===== config.mk =====
export PLATFORM = sky130hd
export DESIGN_NAME = acc_store_and_return_ops
export DESIGN_NICKNAME = d
export VERILOG_FILES = /design/src/acc_ops_pkg.sv /design/src/pointer_update.sv /design/src/acc_store_and_return_ops.sv
export SDC_FILE = /design/constraint.sdc
export NUM_CORES = 1
export LEC_CHECK = 0
export ABC_AREA = 1
export BUFFER_PORTS_ARGS = -buffer_cell sky130_fd_sc_hd__buf_2
export CAP_MARGIN = 20
export CORE_ASPECT_RATIO = 0.9
export CORE_MARGIN = 3
export CORE_UTILIZATION = 57
export DETAILED_ROUTE_END_ITERATION = 8
export PLACE_DENSITY = 0.82
export SLEW_MARGIN = 20
export SYNTH_ARGS = -nofsm -noshare
export SYNTH_HDL_FRONTEND = slang
export SYNTH_SLANG_ARGS = --single-unit

===== constraint.sdc =====
create_clock -name clk_i -period 3.53 [get_ports clk_i]
set_input_delay 0.353 -clock clk_i [delete_from_list [all_inputs] [get_ports clk_i]]
set_output_delay 0.353 -clock clk_i [all_outputs]
set_load 0.05 [all_outputs]

===== src/acc_ops_pkg.sv =====
/*
  acc_ops_pkg: widths, opcodes, pointer update modes, states and reset values
  for the accumulator store and return execution block.
  Assumes a single core clock; the bench and the checker depend on the opcode values here.
*/
package acc_ops_pkg;

  // ============================================================
  // widths
  localparam int ACC_W     = 8;
  localparam int FILE_AW   = 7;
  localparam int PTR_W     = 16;
  localparam int OFS_W     = 6;
  localparam int PC_W      = 15;
  localparam int PTR_COUNT = 2;

  // ============================================================
  // file map: the two indirect access ports are no storage
  localparam logic [FILE_AW-1:0] FILE_ADDR_MAX = 7'h7F;
  localparam logic [FILE_AW-1:0] PORT0_ADDR    = 7'h00;
  localparam logic [FILE_AW-1:0] PORT1_ADDR    = 7'h01;

  // ============================================================
  // pointer update modes
  localparam logic [1:0] MODE_PRE_INC  = 2'h0;
  localparam logic [1:0] MODE_PRE_DEC  = 2'h1;
  localparam logic [1:0] MODE_POST_INC = 2'h2;
  localparam logic [1:0] MODE_POST_DEC = 2'h3;

  // ============================================================
  // operations
  typedef enum logic [2:0] {
    OP_NOP              = 3'h0,
    OP_STORE_DIRECT     = 3'h1,
    OP_STORE_INDIRECT   = 3'h2,
    OP_STORE_OFFSET     = 3'h3,
    OP_LOAD_PRESCALER   = 3'h4,
    OP_SOFT_RESET       = 3'h5,
    OP_RETURN           = 3'h6,
    OP_RETURN_FROM_IRQ  = 3'h7
  } op_t;

  // ============================================================
  // sequencer states, one-hot
  typedef enum logic [1:0] {
    ST_READY    = 2'h1,
    ST_RET_TAIL = 2'h2
  } state_t;

  // ============================================================
  // reset values
  localparam logic [ACC_W-1:0] PRESCALER_RST = 8'hFF;
  localparam logic [PTR_W-1:0] PTR_RST       = 16'h0000;
  localparam logic             FLAG_N_RST    = 1'h1;

endpackage


===== src/pointer_update.sv =====
/*
  pointer_update: effective address and next value of one indirect pointer.
  Assumes the caller picks offset form or a mode; purely combinational.
*/
`timescale 1ns/1ps
module pointer_update (
  // pointer and operand
  input  wire logic [acc_ops_pkg::PTR_W-1:0] ptr_i,
  input  wire logic [1:0]                    mode_i,
  input  wire logic                          offset_form_i,
  input  wire logic [acc_ops_pkg::OFS_W-1:0] offset_i,
  // results
  output logic      [acc_ops_pkg::PTR_W-1:0] addr_o,
  output logic      [acc_ops_pkg::PTR_W-1:0] next_o
);

  // ============================================================
  // arithmetic
  logic [acc_ops_pkg::PTR_W-1:0] inc;
  logic [acc_ops_pkg::PTR_W-1:0] dec;
  logic [acc_ops_pkg::PTR_W-1:0] rel;

  // carries out of bit 15 are dropped on purpose: wrap at the top and bottom
  assign inc = acc_ops_pkg::PTR_W'(ptr_i + 16'h0001);
  assign dec = acc_ops_pkg::PTR_W'(ptr_i - 16'h0001);
  assign rel = acc_ops_pkg::PTR_W'(ptr_i + {{(acc_ops_pkg::PTR_W-acc_ops_pkg::OFS_W){offset_i[acc_ops_pkg::OFS_W-1]}},
                                            offset_i});

  always_comb begin
    addr_o = ptr_i;
    next_o = ptr_i;
    if (offset_form_i) begin
      addr_o = rel;
      next_o = ptr_i;
    end else begin
      unique case (mode_i)
        acc_ops_pkg::MODE_PRE_INC: begin
          addr_o = inc;
          next_o = inc;
        end
        acc_ops_pkg::MODE_PRE_DEC: begin
          addr_o = dec;
          next_o = dec;
        end
        acc_ops_pkg::MODE_POST_INC: begin
          addr_o = ptr_i;
          next_o = inc;
        end
        acc_ops_pkg::MODE_POST_DEC: begin
          addr_o = ptr_i;
          next_o = dec;
        end
      endcase
    end
  end

endmodule


===== src/acc_store_and_return_ops.sv =====
/*
  acc_store_and_return_ops: execution of accumulator stores (direct, indirect,
  prescaler), software reset, no-operation and the two returns.
  Assumes decode hands over one operation per accepted cycle, that the data
  memory and file registers take a write in the cycle it is shown, and that the
  stack pops on the pulse given here.
*/
// Notes on behaviour
// - a direct store writes the accumulator to file register 2..127, or through port 0 or 1 to memory, and touches no flag.
// - an indirect store updates its pointer by mode 00 pre-inc, 01 pre-dec, 10 post-inc, 11 post-dec.
// - the offset form writes at pointer plus a signed offset of -32..31 and keeps the pointer.
// - each pointer is 16 bits wide and wraps modulo 65536 when stepped.
// - neither pointer stepping nor the indirect store changes any status flag.
// - the indirect access ports hold nothing; any access goes to memory at its pointer, two pairs.
// - the prescaler load copies the accumulator into the prescaler configuration, no flags.
// - the software reset requests a full device reset and clears the active-low reset indicator.
// - the return from interrupt pops the stack into the pc and sets the global irq enable in two cycles.
// - the return from subroutine pops the stack into the pc, no flags, in two cycles.
`timescale 1ns/1ps
module acc_store_and_return_ops (
  // clock and resets
  input  wire logic                              clk_i,
  input  wire logic                              sys_rst_i,
  input  wire logic                              por_rst_i,
  // operation from decode
  input  wire logic                              op_valid_i,
  input  wire acc_ops_pkg::op_t                  op_i,
  output logic                                   ready_o,
  // operands
  input  wire logic [acc_ops_pkg::ACC_W-1:0]     acc_i,
  input  wire logic [acc_ops_pkg::FILE_AW-1:0]   file_addr_i,
  input  wire logic                              ptr_sel_i,
  input  wire logic [1:0]                        mode_i,
  input  wire logic [acc_ops_pkg::OFS_W-1:0]     offset_i,
  // program flow
  input  wire logic [acc_ops_pkg::PC_W-1:0]      stack_top_i,
  output logic                                   stack_pop_o,
  output logic                                   pc_load_o,
  output logic      [acc_ops_pkg::PC_W-1:0]      pc_value_o,
  output logic                                   pc_advance_o,
  output logic                                   global_irq_enable_set_o,
  // file register write
  output logic                                   file_we_o,
  output logic      [acc_ops_pkg::FILE_AW-1:0]   file_waddr_o,
  output logic      [acc_ops_pkg::ACC_W-1:0]     file_wdata_o,
  // data memory write
  output logic                                   mem_we_o,
  output logic      [acc_ops_pkg::PTR_W-1:0]     mem_addr_o,
  output logic      [acc_ops_pkg::ACC_W-1:0]     mem_wdata_o,
  // pointer access from other instructions
  input  wire logic                              ptr_wr_i,
  input  wire logic                              ptr_wr_sel_i,
  input  wire logic [acc_ops_pkg::PTR_W-1:0]     ptr_wr_data_i,
  output logic      [acc_ops_pkg::PTR_W-1:0]     ptr0_o,
  output logic      [acc_ops_pkg::PTR_W-1:0]     ptr1_o,
  // prescaler configuration
  output logic      [acc_ops_pkg::ACC_W-1:0]     prescaler_cfg_o,
  // reset control and status
  input  wire logic                              reset_flag_set_i,
  output logic                                   soft_reset_req_o,
  output logic                                   soft_reset_indicator_flag_n_o,
  output logic                                   flags_we_o
);

  // ============================================================
  // acceptance
  acc_ops_pkg::state_t state_q;
  acc_ops_pkg::state_t state_d;
  logic                take;

  // the tail cycle of a return is the only stall
  assign ready_o = (state_q == acc_ops_pkg::ST_READY);
  assign take    = op_valid_i & ready_o;

  // no operation handled here writes a status flag
  assign flags_we_o = 1'h0;

  // ============================================================
  // pointers and their update logic
  logic [acc_ops_pkg::PTR_W-1:0] ptr_q    [acc_ops_pkg::PTR_COUNT];
  logic [acc_ops_pkg::PTR_W-1:0] ptr_d    [acc_ops_pkg::PTR_COUNT];
  logic [acc_ops_pkg::PTR_W-1:0] ptr_addr [acc_ops_pkg::PTR_COUNT];
  logic [acc_ops_pkg::PTR_W-1:0] ptr_next [acc_ops_pkg::PTR_COUNT];
  logic                          port_hit [acc_ops_pkg::PTR_COUNT];
  logic                          is_offset;

  assign is_offset = (op_i == acc_ops_pkg::OP_STORE_OFFSET);

  genvar g;
  generate
    for (g = 0; g < acc_ops_pkg::PTR_COUNT; g++) begin : g_ptr
      pointer_update u_upd (
        .ptr_i         (ptr_q[g]),
        .mode_i        (mode_i),
        .offset_form_i (is_offset),
        .offset_i      (offset_i),
        .addr_o        (ptr_addr[g]),
        .next_o        (ptr_next[g])
      );

      // a direct store aimed at an access port lands at that port's pointer
      assign port_hit[g] = (file_addr_i == ((g == 0) ? acc_ops_pkg::PORT0_ADDR : acc_ops_pkg::PORT1_ADDR));

      always_comb begin
        ptr_d[g] = ptr_q[g];
        if (take && (op_i == acc_ops_pkg::OP_STORE_INDIRECT) && (ptr_sel_i == 1'(g))) begin
          ptr_d[g] = ptr_next[g];
        end
        // a register write from another instruction takes precedence
        if (ptr_wr_i && (ptr_wr_sel_i == 1'(g))) begin
          ptr_d[g] = ptr_wr_data_i;
        end
      end

      always_ff @(posedge clk_i or posedge sys_rst_i) begin
        if (sys_rst_i) begin
          ptr_q[g] <= acc_ops_pkg::PTR_RST;
        end else begin
          ptr_q[g] <= ptr_d[g];
        end
      end
    end
  endgenerate

  assign ptr0_o = ptr_q[0];
  assign ptr1_o = ptr_q[1];

  // ============================================================
  // write ports
  logic                            file_we_q;
  logic                            file_we_d;
  logic [acc_ops_pkg::FILE_AW-1:0] file_waddr_q;
  logic [acc_ops_pkg::FILE_AW-1:0] file_waddr_d;
  logic                            mem_we_q;
  logic                            mem_we_d;
  logic [acc_ops_pkg::PTR_W-1:0]   mem_addr_q;
  logic [acc_ops_pkg::PTR_W-1:0]   mem_addr_d;
  logic [acc_ops_pkg::ACC_W-1:0]   wdata_q;
  logic [acc_ops_pkg::ACC_W-1:0]   wdata_d;
  logic [acc_ops_pkg::ACC_W-1:0]   prescaler_q;
  logic [acc_ops_pkg::ACC_W-1:0]   prescaler_d;

  always_comb begin
    file_we_d    = 1'h0;
    file_waddr_d = file_waddr_q;
    mem_we_d     = 1'h0;
    mem_addr_d   = mem_addr_q;
    wdata_d      = wdata_q;
    prescaler_d  = prescaler_q;
    if (take) begin
      unique case (op_i)
        acc_ops_pkg::OP_STORE_DIRECT: begin
          wdata_d = acc_i;
          if (port_hit[0] || port_hit[1]) begin
            mem_we_d   = 1'h1;
            mem_addr_d = port_hit[0] ? ptr_q[0] : ptr_q[1];
          end else begin
            file_we_d    = 1'h1;
            file_waddr_d = file_addr_i & acc_ops_pkg::FILE_ADDR_MAX;
          end
        end
        acc_ops_pkg::OP_STORE_INDIRECT,
        acc_ops_pkg::OP_STORE_OFFSET: begin
          mem_we_d   = 1'h1;
          mem_addr_d = ptr_sel_i ? ptr_addr[1] : ptr_addr[0];
          wdata_d    = acc_i;
        end
        acc_ops_pkg::OP_LOAD_PRESCALER: begin
          prescaler_d = acc_i;
        end
        default: begin
        end
      endcase
    end
  end

  always_ff @(posedge clk_i or posedge sys_rst_i) begin
    if (sys_rst_i) begin
      file_we_q    <= 1'h0;
      file_waddr_q <= 7'h00;
      mem_we_q     <= 1'h0;
      mem_addr_q   <= 16'h0000;
      wdata_q      <= 8'h00;
      prescaler_q  <= acc_ops_pkg::PRESCALER_RST;
    end else begin
      file_we_q    <= file_we_d;
      file_waddr_q <= file_waddr_d;
      mem_we_q     <= mem_we_d;
      mem_addr_q   <= mem_addr_d;
      wdata_q      <= wdata_d;
      prescaler_q  <= prescaler_d;
    end
  end

  assign file_we_o       = file_we_q;
  assign file_waddr_o    = file_waddr_q;
  assign file_wdata_o    = wdata_q;
  assign mem_we_o        = mem_we_q;
  assign mem_addr_o      = mem_addr_q;
  assign mem_wdata_o     = wdata_q;
  assign prescaler_cfg_o = prescaler_q;

  // ============================================================
  // program flow and return sequencer
  logic                         pop_q;
  logic                         pop_d;
  logic                         irq_en_q;
  logic                         irq_en_d;
  logic                         adv_q;
  logic                         adv_d;
  logic [acc_ops_pkg::PC_W-1:0] pc_q;
  logic [acc_ops_pkg::PC_W-1:0] pc_d;

  always_comb begin
    state_d = state_q;
    pop_d   = 1'h0;
    irq_en_d = 1'h0;
    adv_d   = 1'h0;
    pc_d    = pc_q;
    unique case (state_q)
      acc_ops_pkg::ST_READY: begin
        if (take) begin
          unique case (op_i)
            acc_ops_pkg::OP_RETURN: begin
              pop_d   = 1'h1;
              pc_d    = stack_top_i;
              state_d = acc_ops_pkg::ST_RET_TAIL;
            end
            acc_ops_pkg::OP_RETURN_FROM_IRQ: begin
              pop_d   = 1'h1;
              irq_en_d = 1'h1;
              pc_d    = stack_top_i;
              state_d = acc_ops_pkg::ST_RET_TAIL;
            end
            acc_ops_pkg::OP_SOFT_RESET: begin
              adv_d = 1'h0;
            end
            default: begin
              adv_d = 1'h1;
            end
          endcase
        end
      end
      acc_ops_pkg::ST_RET_TAIL: begin
        // second cycle of a return: the fetched word after it is discarded
        state_d = acc_ops_pkg::ST_READY;
      end
    endcase
  end

  always_ff @(posedge clk_i or posedge sys_rst_i) begin
    if (sys_rst_i) begin
      state_q <= acc_ops_pkg::ST_READY;
      pop_q   <= 1'h0;
      irq_en_q <= 1'h0;
      adv_q   <= 1'h0;
      pc_q    <= 15'h0000;
    end else begin
      state_q <= state_d;
      pop_q   <= pop_d;
      irq_en_q <= irq_en_d;
      adv_q   <= adv_d;
      pc_q    <= pc_d;
    end
  end

  assign stack_pop_o  = pop_q;
  assign pc_load_o    = pop_q;
  assign pc_value_o   = pc_q;
  assign global_irq_enable_set_o = irq_en_q;
  assign pc_advance_o = adv_q;

  // ============================================================
  // software reset
  logic rst_req_q;
  logic rst_req_d;
  logic flag_n_q;
  logic flag_n_d;

  always_comb begin
    rst_req_d = take && (op_i == acc_ops_pkg::OP_SOFT_RESET);
    flag_n_d  = flag_n_q;
    if (reset_flag_set_i) begin
      flag_n_d = 1'h1;
    end
    // the reset event beats a same-cycle software set, so it is never missed
    if (rst_req_d) begin
      flag_n_d = 1'h0;
    end
  end

  always_ff @(posedge clk_i or posedge sys_rst_i) begin
    if (sys_rst_i) begin
      rst_req_q <= 1'h0;
    end else begin
      rst_req_q <= rst_req_d;
    end
  end

  // only power-on resets this flag, to 1; the device reset it causes must not
  always_ff @(posedge clk_i or posedge por_rst_i) begin
    if (por_rst_i) begin
      flag_n_q <= acc_ops_pkg::FLAG_N_RST;
    end else begin
      flag_n_q <= flag_n_d;
    end
  end

  assign soft_reset_req_o              = rst_req_q;
  assign soft_reset_indicator_flag_n_o = flag_n_q;

endmodule


# ---- Word level (Yosys, flattened, before mapping)
# Cells that the tools add are included.
dict set report totals {
  wordCells 107
  reg_bits 95
  output_inout_bits 104
  inputBits 65
}
dict set report op_classes {
  n_eq_ne 18
  addsub 6
  n_reduce_logical 28
  n_bitwise 4
  muxes 36
}
# cell count
set op_table {}
lappend op_table {{2-to-1 mux 16 bit} 11}
lappend op_table {{case mux 16 bit (2 select lines)} 3}
lappend op_table {{case mux 16 bit (3 select lines)} 2}
lappend op_table {{adder 16 x 1 -> 16 bit, second input constant} 2}
lappend op_table {{adder 16 bit} 2}
lappend op_table {{subtractor 16 x 1 -> 16 bit, second input constant} 2}
lappend op_table {{2-to-1 mux 1 bit} 16}
lappend op_table {{== test 3 bit, second input constant} 4}
lappend op_table {{AND reduction 2 bit} 5}
lappend op_table {{OR reduction 2 bit} 5}
lappend op_table {{AND reduction 3 bit} 3}
lappend op_table {{!= test 2 bit, second input constant} 4}
lappend op_table {{nonzero test 2 bit} 4}
lappend op_table {{== test 7 x 1 -> 1 bit, second input constant} 1}
lappend op_table {{logical NOT 7 bit} 1}
lappend op_table {{== test 2 bit, second input constant} 3}
lappend op_table {{== test 3 x 2 -> 1 bit, second input constant} 2}
lappend op_table {{logical AND 1 bit} 6}
lappend op_table {{OR reduction 3 bit} 2}
lappend op_table {{== test 2 x 1 -> 1 bit, second input constant} 2}
lappend op_table {{2-to-1 mux 2 bit} 2}
lappend op_table {{case mux 2 bit (2 select lines)} 1}
lappend op_table {{== test 3 x 1 -> 1 bit, second input constant} 1}
lappend op_table {{NOT 1 bit} 3}
lappend op_table {{other kinds (5)} 5}

# ---- Depth between registers and ports, before layout
dict set report logic_depth {
  ltp_word 6
  depth_mapped 18
  mapped_depth_nobuf 18
}

# ---- Cells and area by module
# A second synthesis with hierarchy kept.
dict set report unflattened {
  cells_unflattened 1704
  area_unflattened_um2 10070.9
}
# module n_inst cells_per_inst seq_area_each_um2 area_per_inst_um2
set by_module_without_submodules {}
lappend by_module_without_submodules {acc_store_and_return_ops 1 650 2389.8 4958.5}
lappend by_module_without_submodules {{pointer_update at g_ptr[1].u_upd} 1 522 0.0 2565.0}
lappend by_module_without_submodules {{pointer_update at g_ptr[0].u_upd} 1 532 0.0 2547.4}

# ---- Worst setup path after synthesis
# No wires, ideal clock.
dict set report synth_path {
  path_type {register -> register}
  from {register ptr_q (netlist bit ptr0_o[0])}
  to {register mem_addr_q (netlist bit mem_addr_o[10])}
  arrival_time_ps 2237
  stages_incl_launch_ff 18
  slack_ps 1175
  period_less_slack_ps 2355
  setup_time_ps 118
  t_required_ps 3412
  path_buffers 0
  path_cell_list {dfrtp_1 ha_1 inv_1 fa_1 inv_1 nand3_1 nand2_1 nand2_1 nand2_1 nand2_1 nand3_1 nand2_1 nand2_1 nand2_1 nand2_1 nand3_1 nand2_1 nand2_1}
}
dict set report synth_between {
  elab_chain_cells 5
  elab_cells_between_ends 7
  classes_between {add/sub (3); mux (4)}
}
# item line_no
set synth_lines {}
lappend synth_lines {{start, declared} acc_store_and_return_ops.sv:80} ;# logic [acc_ops_pkg::PTR_W-1:0] ptr_q [acc_ops_pkg::PTR_COUNT];
lappend synth_lines {{start signal, assigned by index} acc_store_and_return_ops.sv:117} ;# ptr_q[g] <= acc_ops_pkg::PTR_RST;
lappend synth_lines {{start signal, assigned by index} acc_store_and_return_ops.sv:119} ;# ptr_q[g] <= ptr_d[g];
lappend synth_lines {{subtractor 16 x 1 -> 16 bit or adder 16 x 1 -> 16 bit (tied branches)} {pointer_update.sv:25, pointer_update.sv:24}}
lappend synth_lines {{case mux 16 bit (3 select lines)} pointer_update.sv:36} ;# unique case (mode_i)
lappend synth_lines {{2-to-1 mux 16 bit (*)} pointer_update.sv:32} ;# if (offset_form_i) begin
lappend synth_lines {{2-to-1 mux 16 bit (*)} acc_store_and_return_ops.sv:165} ;# mem_addr_d = ptr_sel_i ? ptr_addr[1] : ptr_addr[0];
lappend synth_lines {{case mux 16 bit (2 select lines) (*)} acc_store_and_return_ops.sv:151} ;# unique case (op_i)
lappend synth_lines {{end signal, assigned} acc_store_and_return_ops.sv:189} ;# mem_addr_q <= mem_addr_d;
lappend synth_lines {{end, declared} acc_store_and_return_ops.sv:136} ;# logic [acc_ops_pkg::PTR_W-1:0] mem_addr_q;
# Every way passes the cells marked *; elsewhere a longest branch is shown, timed or not.
# A chain may end at the register's enable or synchronous reset.

# ---- Final worst setup path
# Same ends and word-level chain as after synthesis.

==> results.txt <==
----------------------------------------------------
[Run status]
  Status ... finished clean

[Worst setup path]
  Cell type of the slowest stage on the worst timing path ... dfrtp_1
  Crit path buffers/inverters ... 2
  Data arrival time at the worst-slack endpoint ... around 2700 ps
  Data required, critical path ... around 3800 ps
  Gate family responsible for the most delay along the worst path ... simple AND/OR/NAND/NOR gates
  Startpoint type of the worst setup path ... register
  CP peak stage delay ... around 500 ps
  Most frequent cell on the critical path ... nand2_1
  CP Cell Sequence ... ha_1 > inv_1 > fa_1 > inv_1 > nand3_1 > nand2_1 > nand2_1 > nand2_1 > nand2_1 > nand3_1 > nand2_1 > nand2_1 > nand2_1 > nand2_1 > nand3_1 > nand2_1 > nand2_1
  Class of the most critical setup path ... register to register
  Depth of the worst register-to-register path ... 17
  Worst Setup End Kind ... register
  Largest fanout of any net on the critical path ... 8
  Number of stages on the worst setup path ... 17

[Synthesis]
  Simple-gate share of the synthesized area ... between 30% and 40%
  Proportion of synthesized flip-flops having asynchronous set or reset ... between 90% and 100%
  Top flip-flop cell by instance count after synthesis ... dfrtp_1
  Post-synth EDFFs ... 0
  Synthesis warning total ... 0
  Post-synthesis share of cell area spent on full adders, half adders and majority gates ... roughly 5.3%
  Total nets after synthesis ... 1503
  Main combinational cell family by area after synthesis ... simple AND/OR/NAND/NOR gates
  Area of the mapped netlist ... approximately 8700 sq um
  Avg Synthesized Cell Area ... a little over 6 sq um
  Xor and xnor fraction of the mapped netlist area ... under 10%
  Complex-gate fraction of the synthesized area ... a little over an eighth
  Synthesized flop and latch total ... 95
  Fraction of synthesized area in multiplexers ... 0%
  Proportion of synthesized chip area in sequential cells ... a little over a quarter
  Number of distinct library cells after synthesis ... between 40 and 50
  Post-Synthesis Cells ... approximately 1.4k

[Timing]
  Max Clk Rate ... 403 MHz
  Final Max Slew Viols ... 0
  Rel. slew slack ... a little over half
  Final cycle utilization of the critical path ... a little over two thirds
  Final setup violating endpoints ... 0
  Final hold slack ... 98.4 ps
  Final setup skew ... between 8 and 9 ps
  Transition time of the tightest slew-check pin ... between 700 and 800 ps
  Minimum clock period ... 2480 ps
  Final number of hold-violating endpoints ... 0
  Final sum of negative setup slack ... 0 ps
  RSZ-0062 raised after global routing ... no

[Global routing]
  Maximum number of pins on one net before global-route repair ... 51
  Initial antenna violation count ... 1
  Global route total overflow ... 0
  Global-route wire length before repair ... 48.4 mm
  Via count of the first global-routing pass ... around 8.9k
  Overall Global Routing Usage ... between 30% and 40%

[Final layout]
  Seq. cell area ... 2390 sq um
  Fraction of layout instances using a drive strength above 1 ... between 15 and 20%
  Net count of the finished layout ... 1629
  Final core occ ... 66.4%
  Total of fill cells in the finished design ... around 1.4k
  Summed area of non-filler cells in the final layout ... about 9800 sq um
  Area grow syn2layout ... 13.0%
  Number of diodes ... 0
  Area occupied by multi-input gates ... 5320 sq um

[Clocking]
  Num CTS Buffers ... 9
  Resize count post-CTS ... 0
  CTS tree ... yes
  Max clock buf depth ... 2
  Clock sink count ... between 90 and 100
  H-tree depth reported by CTS ... 3
  Cell at the root of the clock tree ... clkbuf_16
  Clock latency at the later pin of the worst-skew pair ... around 360 ps
  Clock-pin slew on the worst setup and hold paths ... ~80 ps

[Power and ir drop]
  Reported leakage power ... 5.33 nW
  Power per cell area ... between 600 and 700 nW/um^2
  Final Total Pwr ... about 6.6 mW
  Peak supply drop ... 0.000586 V

[Hold path]
  Classification of the worst-slack hold path ... input port to asynchronous set/reset pin

[Detailed routing]
  Average wire per standard cell ... 18.5 um
  1st-pass router iterations ... 6
  Via count of the routed design ... slightly above 10k
  Vias per cell ... 5.83
  Antenna violation net count after detailed routing ... 0
  Starting DRT DRC Count ... around 1.3k
  # DRC ... 0
  DRT Wirelength ... around 32 mm

[Floorplanning]
  I/O pins ... about 170
  Site Rows ... 42
  Full die area ... between 15000 and 20000 sq um
  Standard cell core area ... approximately 15000 sq um
  Initial cell density of the core ... roughly three fifths
  Die W ... around 140 um
  Vertical extent of the die ... 123 um

[Placement]
  Placer Congestion ... between 0.9 and 1
  Post-DP HPWL ... 24.5 mm
  Number of port buffers ... 167
  Standard cell area after detailed placement ... 9520 sq um

[Job]
  Number of max-cap violations ... 0

----------------------------------------------------
==> cells in the final DEF, fill, tap and decap left out, types with 13 or more instances in the layout <==
cell / Yosys / layout
xor2_1: 27 / 27
nand3_1: 143 / 143
nor2_1: 131 / 131
ha_1: 34 / 34
buf_4: 18 / 15
inv_1: 155 / 154
buf_2: 21 / 167
dfrtp_1: 85 / 85
o21ai_0: 77 / 77
nand2_1: 484 / 484
o221ai_1: 15 / 15
o211ai_1: 13 / 13
a21oi_1: 63 / 63
==> worst paths after layout <==
| check | from | to | slack [ps] |
|---|---|---|---|
| worst min register to register | pc_value_o[13] | pc_value_o[13] | 470 |
| max in group asynchronous | sys_rst_i | ptr0_o[14] | 2600 |
| worst min-delay path | sys_rst_i | file_wdata_o[7] | 100 |
| worst max register to register | ptr0_o[0] | mem_addr_o[10] | 1050 |
| min in group clk_i | stack_top_i[6] | pc_value_o[6] | 190 |
| worst max-delay path | ptr0_o[0] | mem_addr_o[10] | 1050 |
==> sequential cells by signal, summed over array words and instances, names as in the netlist <==
signal                         cells
global_irq_enable_set_o            1
state_q                            2
pc_advance_o                       1
ptr1_o                            16
pc_value_o                        15
soft_reset_indicator_flag_n_o      1
file_we_o                          1
mem_we_o                           1
file_waddr_o                       7
ptr0_o                            16
file_wdata_o                       8
soft_reset_req_o                   1
pc_load_o                          1
mem_addr_o                        16
prescaler_cfg_o                    8
==> worst register-to-register path, cell delays in order (launching register included) <==
cell and delay (ps):
dfrtp_1 500, ha_1 250, inv_1 60, fa_1 400, inv_1 90, nand3_1 60
nand2_1 130, nand2_1 60, nand2_1 130, nand2_1 90, nand3_1 70, nand2_1 50
nand2_1 50, nand2_1 60, nand2_1 110, nand3_1 90, nand2_1 90, nand2_1 50
==> Yosys cell counts, drive strengths merged (6+ instances only) <==
cell,number,share of area (%)
nand2,486,21
inv,162,7.0
nor2,150,7.5
nand3,144,8.3
dfrtp,85,24
o21ai,84,4.9
a21oi,63,3.6
buf,49,3.6
ha,34,4.9
xor2,28,2.9
clkbuf,19,0.85
o221ai,18,2.0
o211ai,14,1.3
nand4,12,0.86
dfstp,10,3.0
nor3,10,0.63
nand3b,6,0.52
==> cell families (layout without fill, tap and decap cells) <==
group,after synthesis,in the layout
AND/OR/NAND/NOR,814,814
buffers and inverters,230,361
AO/OA/AOI/OAI,195,195
flip-flops,95,95
adder cells (fa/ha/maj),36,36
XOR/XNOR,31,31
other,1,1
==> where the power goes <==
group / leakage, nW / switching (mW) / internal, mW
Clock: 0.150 / 0.503 / 0.507
Combinational: 4.01 / 2.83 / 0.890
Sequential: 1.16 / 0.387 / 1.49
Total: 5.33 / 3.72 / 2.88
==> final cells by class <==
cell class / count / area share (%)
multi-input cells: 1077 / 54.1
flip-flops and latches: 95 / 24.3
repair buffers: 183 / 9.74
inverters: 162 / 6.21
well taps: 198 / 2.52
clock buffers: 9 / 2.29
clock inverters: 7 / 0.852
==> per-layer routing <==
layer  GRT usage (%)  wire, um
met1            55.4     13200
met4            11.3       876
met2            53.0     13600
met5               0        17
met3            10.3      4350
==> what timing repair did <==
item                      CTS  global route
setup buffers               0             0
hold buffers                1             0
hold endpoints to repair    1             0
==> per-stage QoR <==
step / cells / setup slack (ps)
4_1_cts: 1731 / 1100
3_3_place_gp: 1714 / 1150
2_1_floorplan: 1402 / 743
6_report: 1731 / 1050
5_1_grt: 1731 / 813
3_5_place_dp: 1714 / 1130
Power figures use the tool's default switching activity.
